$ cat src/aorc_regs.svh
// Register offsets, field positions and reset values of the audio output routing control
`ifndef AORC_REGS_SVH
`define AORC_REGS_SVH
`define AORC_ROUTING_CTRL_OFFSET          7'h21
`define AORC_NEIGHBOUR_CTRL_OFFSET        7'h20
`define AORC_BIT_FIRST_OUT_TO_LOUDSPEAKER 15
`define AORC_BIT_SIDETONE_TO_LOUDSPEAKER  14
`define AORC_BIT_BUZZER_TO_LOUDSPEAKER    13
`define AORC_BIT_KEYCLICK_TO_LOUDSPEAKER  12
`define AORC_BIT_CELL_INPUT_TO_LOUDSPEAKER 11
`define AORC_BIT_MIC_TO_CELL_OUTPUT       10
`define AORC_BIT_FIRST_OUT_TO_CELL_OUTPUT 9
`define AORC_BIT_SECOND_OUT_TO_CELL_OUTPUT 8
`define AORC_BIT_LOUDSPEAKER_MUTE         7
`define AORC_BIT_CELL_OUTPUT_MUTE         6
`define AORC_BIT_LOUDSPEAKER_PROTECT_DISABLE 5
`define AORC_BIT_VIRTUAL_GROUND_PROTECT_DISABLE 4
`define AORC_BIT_HEADSET_COUPLING_SELECT  3
`define AORC_WRITABLE_MASK                16'hFFF8
`define AORC_ROUTING_CTRL_RESET           16'h00E0
`endif

$ cat src/aorc_pkg.sv
// Types shared by the audio output routing control files
`default_nettype none
package aorc_pkg;
  typedef logic [15:0] aorc_word_t;
  typedef logic [6:0]  aorc_addr_t;
  typedef enum logic [1:0] {
    AORC_DAC_NONE,
    AORC_DAC_LEFT,
    AORC_DAC_RIGHT,
    AORC_DAC_AVERAGE
  } aorc_dac_sel_t;
  // One bit per analog source feeding an output summing node
  typedef struct packed {
    logic dac_left;
    logic dac_right;
    logic dac_average;
    logic sidetone;
    logic buzzer;
    logic keyclick;
    logic cell_input;
    logic microphone;
  } aorc_src_t;
endpackage
`default_nettype wire

$ cat src/aorc_dac_decode.sv
// Decoder of a two-bit DAC channel routing field into source enables
`timescale 1ns/1ps
`default_nettype none
module aorc_dac_decode (
  input  wire logic [1:0] dac_sel_i,
  output logic            dac_left_o,
  output logic            dac_right_o,
  output logic            dac_average_o
);
  import aorc_pkg::*;
  aorc_dac_sel_t sel;
  always_comb begin
    sel           = aorc_dac_sel_t'(dac_sel_i);
    dac_left_o    = 1'b0;
    dac_right_o   = 1'b0;
    dac_average_o = 1'b0;
    case (sel)
      AORC_DAC_NONE:    dac_left_o = 1'b0;
      AORC_DAC_LEFT:    dac_left_o = 1'b1;
      AORC_DAC_RIGHT:   dac_right_o = 1'b1;
      AORC_DAC_AVERAGE: dac_average_o = 1'b1;
      default:          dac_left_o = 1'b0;
    endcase
  end
endmodule
`default_nettype wire

$ cat src/aorc_audio_output_routing_control.sv
// Audio output routing control register and the source enables it derives
//
// Operation
// - With the mirror bit set every first headset source also feeds the loudspeaker.
// - Four separate bits route sidetone, buzzer, keyclick and cell input to the loudspeaker.
// - The microphone bit routes the selected microphone to the cell-phone output.
// - The first-output bit sends first headset sources except cell input to the cell output.
// - Single-ended only, the second-output bit sends second headset sources to cell output.
// - The loudspeaker mute bit mutes the loudspeaker and resets to one.
// - The cell output mute bit mutes the cell output and resets to one.
// - A zero in the loudspeaker protection bit enables protection, and it resets to one.
// - A zero in the virtual-ground protection bit enables protection, and it resets to zero.
// - The coupling bit picks cap-less at zero and capacitor coupling at one; resets to zero.
// - The three lowest bits read as zero and the host writes zeros there.
// - The DAC routing field encodes none, left, right and average as 00, 01, 10, 11.
`timescale 1ns/1ps
`default_nettype none
`include "aorc_regs.svh"
module aorc_audio_output_routing_control (
  input  wire logic               ref_clk_i,
  input  wire logic               reset_n_i,
  input  wire logic               reg_wr_i,
  input  wire logic               reg_rd_i,
  input  wire aorc_pkg::aorc_addr_t reg_addr_i,
  input  wire aorc_pkg::aorc_word_t reg_wdata_i,
  output aorc_pkg::aorc_word_t    reg_rdata_o,
  output logic                    reg_hit_o,
  input  wire aorc_pkg::aorc_word_t first_out_ctrl_i,
  input  wire logic               differential_mode_i,
  output aorc_pkg::aorc_src_t     loudspeaker_output_src_o,
  output aorc_pkg::aorc_src_t     cell_phone_output_src_o,
  output logic                    loudspeaker_mute_o,
  output logic                    cell_output_mute_o,
  output logic                    loudspeaker_protect_enable_o,
  output logic                    virtual_ground_protect_enable_o,
  output logic                    headset_coupling_select_o
);
  import aorc_pkg::*;

  aorc_word_t ctrl_reg;
  aorc_word_t ctrl_next;
  aorc_word_t rdata_reg;
  aorc_word_t rdata_next;
  aorc_src_t  lsk_reg;
  aorc_src_t  lsk_next;
  aorc_src_t  cpo_reg;
  aorc_src_t  cpo_next;
  aorc_src_t  first_src;
  aorc_src_t  second_src;
  logic       hit;
  logic       first_l;
  logic       first_r;
  logic       first_a;
  logic       second_l;
  logic       second_r;
  logic       second_a;

  function automatic logic addr_match(input aorc_addr_t a);
    addr_match = (a == `AORC_ROUTING_CTRL_OFFSET);
  endfunction

  assign hit       = addr_match(reg_addr_i);
  assign reg_hit_o = hit;

  // Neighbouring register layout: first output fields 14..9, second 8..3
  aorc_dac_decode u_first_dec (
    .dac_sel_i     (first_out_ctrl_i[14:13]),
    .dac_left_o    (first_l),
    .dac_right_o   (first_r),
    .dac_average_o (first_a)
  );
  aorc_dac_decode u_second_dec (
    .dac_sel_i     (first_out_ctrl_i[8:7]),
    .dac_left_o    (second_l),
    .dac_right_o   (second_r),
    .dac_average_o (second_a)
  );

  always_comb begin
    first_src             = '0;
    first_src.dac_left    = first_l;
    first_src.dac_right   = first_r;
    first_src.dac_average = first_a;
    first_src.sidetone    = first_out_ctrl_i[12];
    first_src.buzzer      = first_out_ctrl_i[11];
    first_src.keyclick    = first_out_ctrl_i[10];
    first_src.cell_input  = first_out_ctrl_i[9];
    second_src             = '0;
    second_src.dac_left    = second_l;
    second_src.dac_right   = second_r;
    second_src.dac_average = second_a;
    second_src.sidetone    = first_out_ctrl_i[6];
    second_src.buzzer      = first_out_ctrl_i[5];
    second_src.keyclick    = first_out_ctrl_i[4];
    second_src.cell_input  = first_out_ctrl_i[3];
  end

  // Register write and read path
  always_comb begin
    ctrl_next  = ctrl_reg;
    rdata_next = rdata_reg;
    if (reg_wr_i && hit) begin
      ctrl_next = reg_wdata_i & `AORC_WRITABLE_MASK;
    end
    if (reg_rd_i && hit) begin
      rdata_next = ctrl_reg & `AORC_WRITABLE_MASK;
    end else if (reg_rd_i) begin
      rdata_next = '0;
    end
  end

  always_ff @(posedge ref_clk_i or negedge reset_n_i) begin
    if (!reset_n_i) begin
      ctrl_reg  <= `AORC_ROUTING_CTRL_RESET;
      rdata_reg <= 16'h0000;
    end else begin
      ctrl_reg  <= ctrl_next;
      rdata_reg <= rdata_next;
    end
  end

  // Source routing, registered so outputs change two edges after a write
  always_comb begin
    lsk_next = '0;
    if (ctrl_reg[`AORC_BIT_FIRST_OUT_TO_LOUDSPEAKER]) begin
      lsk_next = first_src;
    end
    lsk_next.sidetone   = lsk_next.sidetone |
                          ctrl_reg[`AORC_BIT_SIDETONE_TO_LOUDSPEAKER];
    lsk_next.buzzer     = lsk_next.buzzer |
                          ctrl_reg[`AORC_BIT_BUZZER_TO_LOUDSPEAKER];
    lsk_next.keyclick   = lsk_next.keyclick |
                          ctrl_reg[`AORC_BIT_KEYCLICK_TO_LOUDSPEAKER];
    lsk_next.cell_input = lsk_next.cell_input |
                          ctrl_reg[`AORC_BIT_CELL_INPUT_TO_LOUDSPEAKER];
    cpo_next = '0;
    cpo_next.microphone = ctrl_reg[`AORC_BIT_MIC_TO_CELL_OUTPUT];
    if (ctrl_reg[`AORC_BIT_FIRST_OUT_TO_CELL_OUTPUT]) begin
      // Cell input excluded to avoid a loop back to the phone
      cpo_next.dac_left    = first_src.dac_left;
      cpo_next.dac_right   = first_src.dac_right;
      cpo_next.dac_average = first_src.dac_average;
      cpo_next.sidetone    = first_src.sidetone;
      cpo_next.buzzer      = first_src.buzzer;
      cpo_next.keyclick    = first_src.keyclick;
    end
    // Second output has no meaning in differential mode; host
    if (ctrl_reg[`AORC_BIT_SECOND_OUT_TO_CELL_OUTPUT] && !differential_mode_i) begin
      cpo_next = cpo_next | second_src;
    end
  end

  always_ff @(posedge ref_clk_i or negedge reset_n_i) begin
    if (!reset_n_i) begin
      lsk_reg <= '0;
      cpo_reg <= '0;
    end else begin
      lsk_reg <= lsk_next;
      cpo_reg <= cpo_next;
    end
  end

  assign reg_rdata_o                     = rdata_reg;
  assign loudspeaker_output_src_o        = lsk_reg;
  assign cell_phone_output_src_o         = cpo_reg;
  assign loudspeaker_mute_o              = ctrl_reg[`AORC_BIT_LOUDSPEAKER_MUTE];
  assign cell_output_mute_o              = ctrl_reg[`AORC_BIT_CELL_OUTPUT_MUTE];
  assign loudspeaker_protect_enable_o    =
    ~ctrl_reg[`AORC_BIT_LOUDSPEAKER_PROTECT_DISABLE];
  assign virtual_ground_protect_enable_o =
    ~ctrl_reg[`AORC_BIT_VIRTUAL_GROUND_PROTECT_DISABLE];
  assign headset_coupling_select_o       = ctrl_reg[`AORC_BIT_HEADSET_COUPLING_SELECT];
endmodule
`default_nettype wire

$ cat config.mk
export PLATFORM = sky130hd
export DESIGN_NAME = aorc_audio_output_routing_control
export DESIGN_NICKNAME = d
export VERILOG_FILES = /design/src/aorc_pkg.sv /design/src/aorc_dac_decode.sv /design/src/aorc_audio_output_routing_control.sv
export VERILOG_INCLUDE_DIRS = /design/src
export SDC_FILE = /design/constraint.sdc
export NUM_CORES = 1
export LEC_CHECK = 0
export ABC_AREA = 1
export BUFFER_PORTS_ARGS = -buffer_cell sky130_fd_sc_hd__clkbuf_2
export CAP_MARGIN = 10
export CORE_ASPECT_RATIO = 0.9
export CORE_MARGIN = 1
export CORE_UTILIZATION = 45
export CTS_CLUSTER_SIZE = 40
export DETAILED_ROUTE_END_ITERATION = 10
export GPL_TIMING_DRIVEN = 0
export HOLD_SLACK_MARGIN = 0.12
export MAX_ROUTING_LAYER = met4
export PLACE_DENSITY = 0.77
export SLEW_MARGIN = 20
export SYNTH_ARGS = -nofsm -noshare
export SYNTH_HDL_FRONTEND = slang
export SYNTH_HIERARCHICAL = 1
export SYNTH_SLANG_ARGS = --single-unit
$ cat constraint.sdc
create_clock -name ref_clk_i -period 1.05 [get_ports ref_clk_i]
set_clock_uncertainty 0.15 [all_clocks]
set_input_delay 0.105 -clock ref_clk_i [delete_from_list [all_inputs] [get_ports ref_clk_i]]
set_output_delay 0.105 -clock ref_clk_i [all_outputs]
set_load 0.1 [all_outputs]
* Word level (Yosys, flattened, before mapping)
Cells that the tools add are included.
** Word-level totals
- Output and inout bits :: 38
- Bits of input ports :: 44
- Register bits after elaboration :: 45
- Word-level logic and storage cells :: 48
** Operators by class
- Bitwise logic cells :: 7
- Muxes and demuxes :: 11
- Equal/unequal tests :: 7
- Reduce and logical (&&, ||, !) cells :: 5
** Operators by type and width (count)
- 16-bit two-way mux :: 2
- 8-bit two-way mux :: 2
- 2-bit equality test, second input constant :: 4
- 8-bit bitwise OR :: 1
- 7-bit by 6-bit equality test with 1-bit output, second input constant :: 1
- 1-bit two-way mux :: 6
- 6-bit two-way mux :: 1
- 2-bit by 1-bit equality test with 1-bit output, second input constant :: 2
- 1-bit bitwise OR :: 4
- 1-bit logical AND :: 3
- 1-bit inverter :: 2
- 2-bit nonzero test :: 1
- 1-bit logical NOT :: 1

* Depth between registers and ports, before layout
- Depth after elaboration :: 5
- Mapped depth :: 7
- Gate-level depth less buffers :: 6

* Modules after synthesis
The synthesis kept the hierarchy.
** Modules (own cells, without submodules)
- aorc_audio_output_routing_control :: cells an instance 179, area an instance 1736.7 µm², times used 1, seq. area each 1029.7 µm²
- aorc_dac_decode :: cells an instance 6, area an instance 22.5 µm², times used 2, seq. area each 0.0 µm²

* Worst setup path before layout
Ideal clock, no wire load.
- Path type :: in2out
- From :: in reg_addr_i[1]
- To :: out reg_hit_o
- Buffers on the path :: 0
- Stages on the path :: 4
- Arrival :: 1.170 ns
- Slack :: -0.375 ns
- Required time :: 0.795 ns
- Cells stage by stage :: inv_1 -> nand2_2 -> nor2_8 -> and2_1
** On the way
- Longest elaborated chain between the ends :: 1
** RTL lines
- from (decl) :: line aorc_audio_output_routing_control.sv:24 : input wire aorc_pkg::aorc_addr_t reg_addr_i,
- 7-bit by 6-bit equality test with 1-bit output (no line)
- to (decl) :: line aorc_audio_output_routing_control.sv:27 : output logic reg_hit_o,
Every way passes these cells.

* Worst setup path after layout
- From :: reg ctrl_reg[6]
- To :: out cell_output_mute_o
** RTL lines
- from (decl) :: line aorc_audio_output_routing_control.sv:40 : aorc_word_t ctrl_reg;
- from (signal assigned) :: line aorc_audio_output_routing_control.sv:114 : ctrl_reg <= `AORC_ROUTING_CTRL_RESET;
- from (signal assigned) :: line aorc_audio_output_routing_control.sv:117 : ctrl_reg <= ctrl_next;
- to (decl) :: line aorc_audio_output_routing_control.sv:33 : output logic cell_output_mute_o,
No word-level cell between the ends.

==> results.ini <==
[layout]
syn_to_final_growth_pct = 94.10
drive_gt1_share_pct = 49.35
final_cells = 356
n_antenna_cell = 0
nNetsFinal = 353

[yosys]
synthSimpleGateAreaFrac_pct = 29.92
ys.flop_type = dfrtp_1
avgSynthCellArea_um2 = 9.328
syn_inst = 191
syn_area_mm2 = 0.001782
synth_warnings = 6
async_flop_share_pct = 100.0
synth-compound-area-share_pct = 2.528
synth-seq-cells = 41
yosysUniqueCellTypes = 21
synth_edf_count = 0
synth-xor-area-share_pct = 0
synth_top_family_by_area = simple AND/OR/NAND/NOR gates
seq_area_frac_synth_pct = 57.79
synthMuxAreaShare_pct = 0
synth-adder-area-share_pct = 0

[critical_path]
crit_fanout = 2
path_buf_inv = 1
reg2regPathDepth = 4
reg2reg_from = ctrl_reg[7]
end_kind = output pin
crit_path_start_kind = flip-flop
crit_family = flip-flops
critPathSlowestCell = dfstp_4
path_cells = clkbuf_16
path_class = flip-flop to output pin
rrSetupSlack_ns = -0.25
critPathMaxStageDelay_ns = 0.65
arrival_ns = 1.15
worst_ep_required_time_ns = 0.79
r2r_end = reg_rdata_o[7]

[floorplan]
core.rowCount = 21
initial_core_util_pct = 47.42
core_area_mm2 = 0.003757
die_area_mm2 = 0.004215
die_height_um = 61.70
num_io_pins = 82
fp.dieW_um = 68.33

[power_and_ir_drop]
clkPwrFrac_pct = 25.8
power.share.combinational_pct = 30.5
p_leak_nw = 1.794
p_switching_w = 0.001430
ir_drop_uv = 997.8
power_w = 0.004050
p_int_w = 0.002620
swShare_pct = 35.31
power.density_mw_per_mm2 = 1171
pwr-share-seq_pct = 43.8

[sta]
slew_viol_final = 0
setup-violations-final = 49
max_freq_mhz = 712.0
whs_ns = -0.2008
relSlewSlack_pct = 33.10
rsz0062_at_grt = true
hold_viol = 38
tightest_slew_ns = 1.004
post-route-period-util_pct = 133.8
fin_crit_ns = 1.404
fin_setup_tns_ns = -7.489
setup_slack_ns = -0.3544

[outcome]
violations = hold timing, setup timing
status = finished with violations

[cts]
clkTransAtPathRegs_ns = 0.08
cts_tree = built
root_buffer = clkbuf_8
h-tree-depth = 2
clock-sinks = 41
worstSkewPairLatency_ns = 0.29
cts_buffer_depth = 2
numCtsBuffers = 5

[detailed_routing]
finalWirelength_um = 8004
drt_iter0_markers = 359
drc = 0
firstDrtPassIters = 7
wl_per_cell_um = 22.48
antenna_left = 0
vias = 2099
via_per_inst = 5.896

[place]
dp_cells = 310
hpwlAfterDp_um = 2877
gp_congestion = 0.7833
io_buffers = 70

[global_routing]
antenna_found_initial = 0
gr-total-overflow = 0
grt_pass1_wl_um = 10870
grt_use_total_pct = 39.41
grt_max_degree = 42
grt_pass1_vias = 2002

[job]
max-cap-violations = 0

[min_path]
hold_path_class = input pin to asynchronous set/reset pin

-- worst max path at each step --
stage	startpoint	to	slack (ns)	depth (start not counted)
after CTS	ctrl_reg[7]	loudspeaker_mute_o	-0.33	1
after detailed placement	reg_addr_i[1]	reg_hit_o	-0.32	6
after floorplan	ctrl_reg[5]	loudspeaker_protect_enable_o	-0.14	1
final	ctrl_reg[6]	cell_output_mute_o	-0.35	1
after global placement	reg_addr_i[1]	reg_hit_o	-0.31	6
after global routing	ctrl_reg[6]	cell_output_mute_o	-0.36	1
-- power by group through the flow --
stage	logic (W)	clock network, W	registers, W
floorplan	0.000263	0	0.00209
global placement	0.000796	0	0.00175
global route	0.00127	0.00110	0.00178
finish	0.00123	0.00104	0.00177
detailed placement	0.000807	0	0.00176
CTS	0.00112	0.000994	0.00175
-- metal layers --
layer / global-route usage, % / wire [um]
met2: 62.46 / 3893
met1: 42.72 / 2685
met5: - / 0
met4: 24.40 / 577
met3: 13.50 / 848
-- synth_stat cells (2+ instances only) --
| library cell | count | share of area [%] |
|---|---|---|
| nand2_1 | 63 | 13 |
| dfrtp_1 | 38 | 53 |
| nand4_1 | 26 | 9.1 |
| inv_1 | 22 | 4.6 |
| buf_4 | 8 | 3.4 |
| nand3_1 | 6 | 1.7 |
| nor2_1 | 4 | 0.84 |
| dfstp_2 | 3 | 4.4 |
| nand2_2 | 3 | 1.1 |
| o21ai_0 | 3 | 0.84 |
| o21bai_1 | 3 | 1.3 |
| clkbuf_1 | 2 | 0.42 |
| nor2_8 | 2 | 2.2 |
-- placed cells by master, fill, tap and decap left out, types with 2 or more instances in the layout --
cell type / netlist / routed
buf_4: 8 / 15
clkbuf_1: 2 / 4
nand4_1: 26 / 26
inv_1: 22 / 14
nand3_1: 6 / 5
dfrtp_2: 0 / 31
nand2_1: 63 / 61
inv_2: 0 / 6
clkbuf_16: 0 / 34
nor2_8: 2 / 2
dfstp_4: 0 / 2
dlymetal6s4s_1: 0 / 3
clkbuf_8: 0 / 5
buf_6: 1 / 8
dfrtp_1: 38 / 6
conb_1: 1 / 4
clkbuf_2: 0 / 32
nor2_2: 0 / 2
o21bai_1: 3 / 3
dlygate4sd3_1: 0 / 26
nand2_2: 3 / 4
-- cell type report --
type	count	area (um^2)
repair buffers	109	1433
flip-flops and latches	41	1080
multi-input cells	118	628.1
fillers	124	299.0
plain buffers	12	91.34
inverters	22	88.84
clock buffers	8	80.08
well taps	46	57.56
-- through the flow --
| stage | area [um^2] | utilization [%] | setup slack (ns) | hold WS (ns) |
|---|---|---|---|---|
| floorplan | 1844 | - | -0.1434 | -0.3406 |
| global route | 3458 | 92.04 | -0.3589 | -0.1039 |
| detailed placement | 2252 | 59.94 | -0.3152 | 0.1572 |
| finish | 3458 | 92.04 | -0.3544 | -0.2008 |
| CTS | 3361 | 89.44 | -0.3341 | -0.1533 |
| global placement | 2252 | 59.94 | -0.3082 | 0.1575 |
-- what timing repair did --
item	4_1_cts	5_1_grt
endpoints found under the setup margin	43	62
hold endpoints to repair	70	44
pin swaps	2	8
setup buffers	8	4
hold buffers	29	2
gates resized for setup	104	36
-- cell families (layout without fill, tap and decap cells) --
logic type,count (synthesis),after routing
buffers and inverters,35,151
other,1,4
flip-flops,41,41
AO/OA/AOI/OAI,7,7
AND/OR/NAND/NOR,107,107
Power figures use the tool's default switching activity.
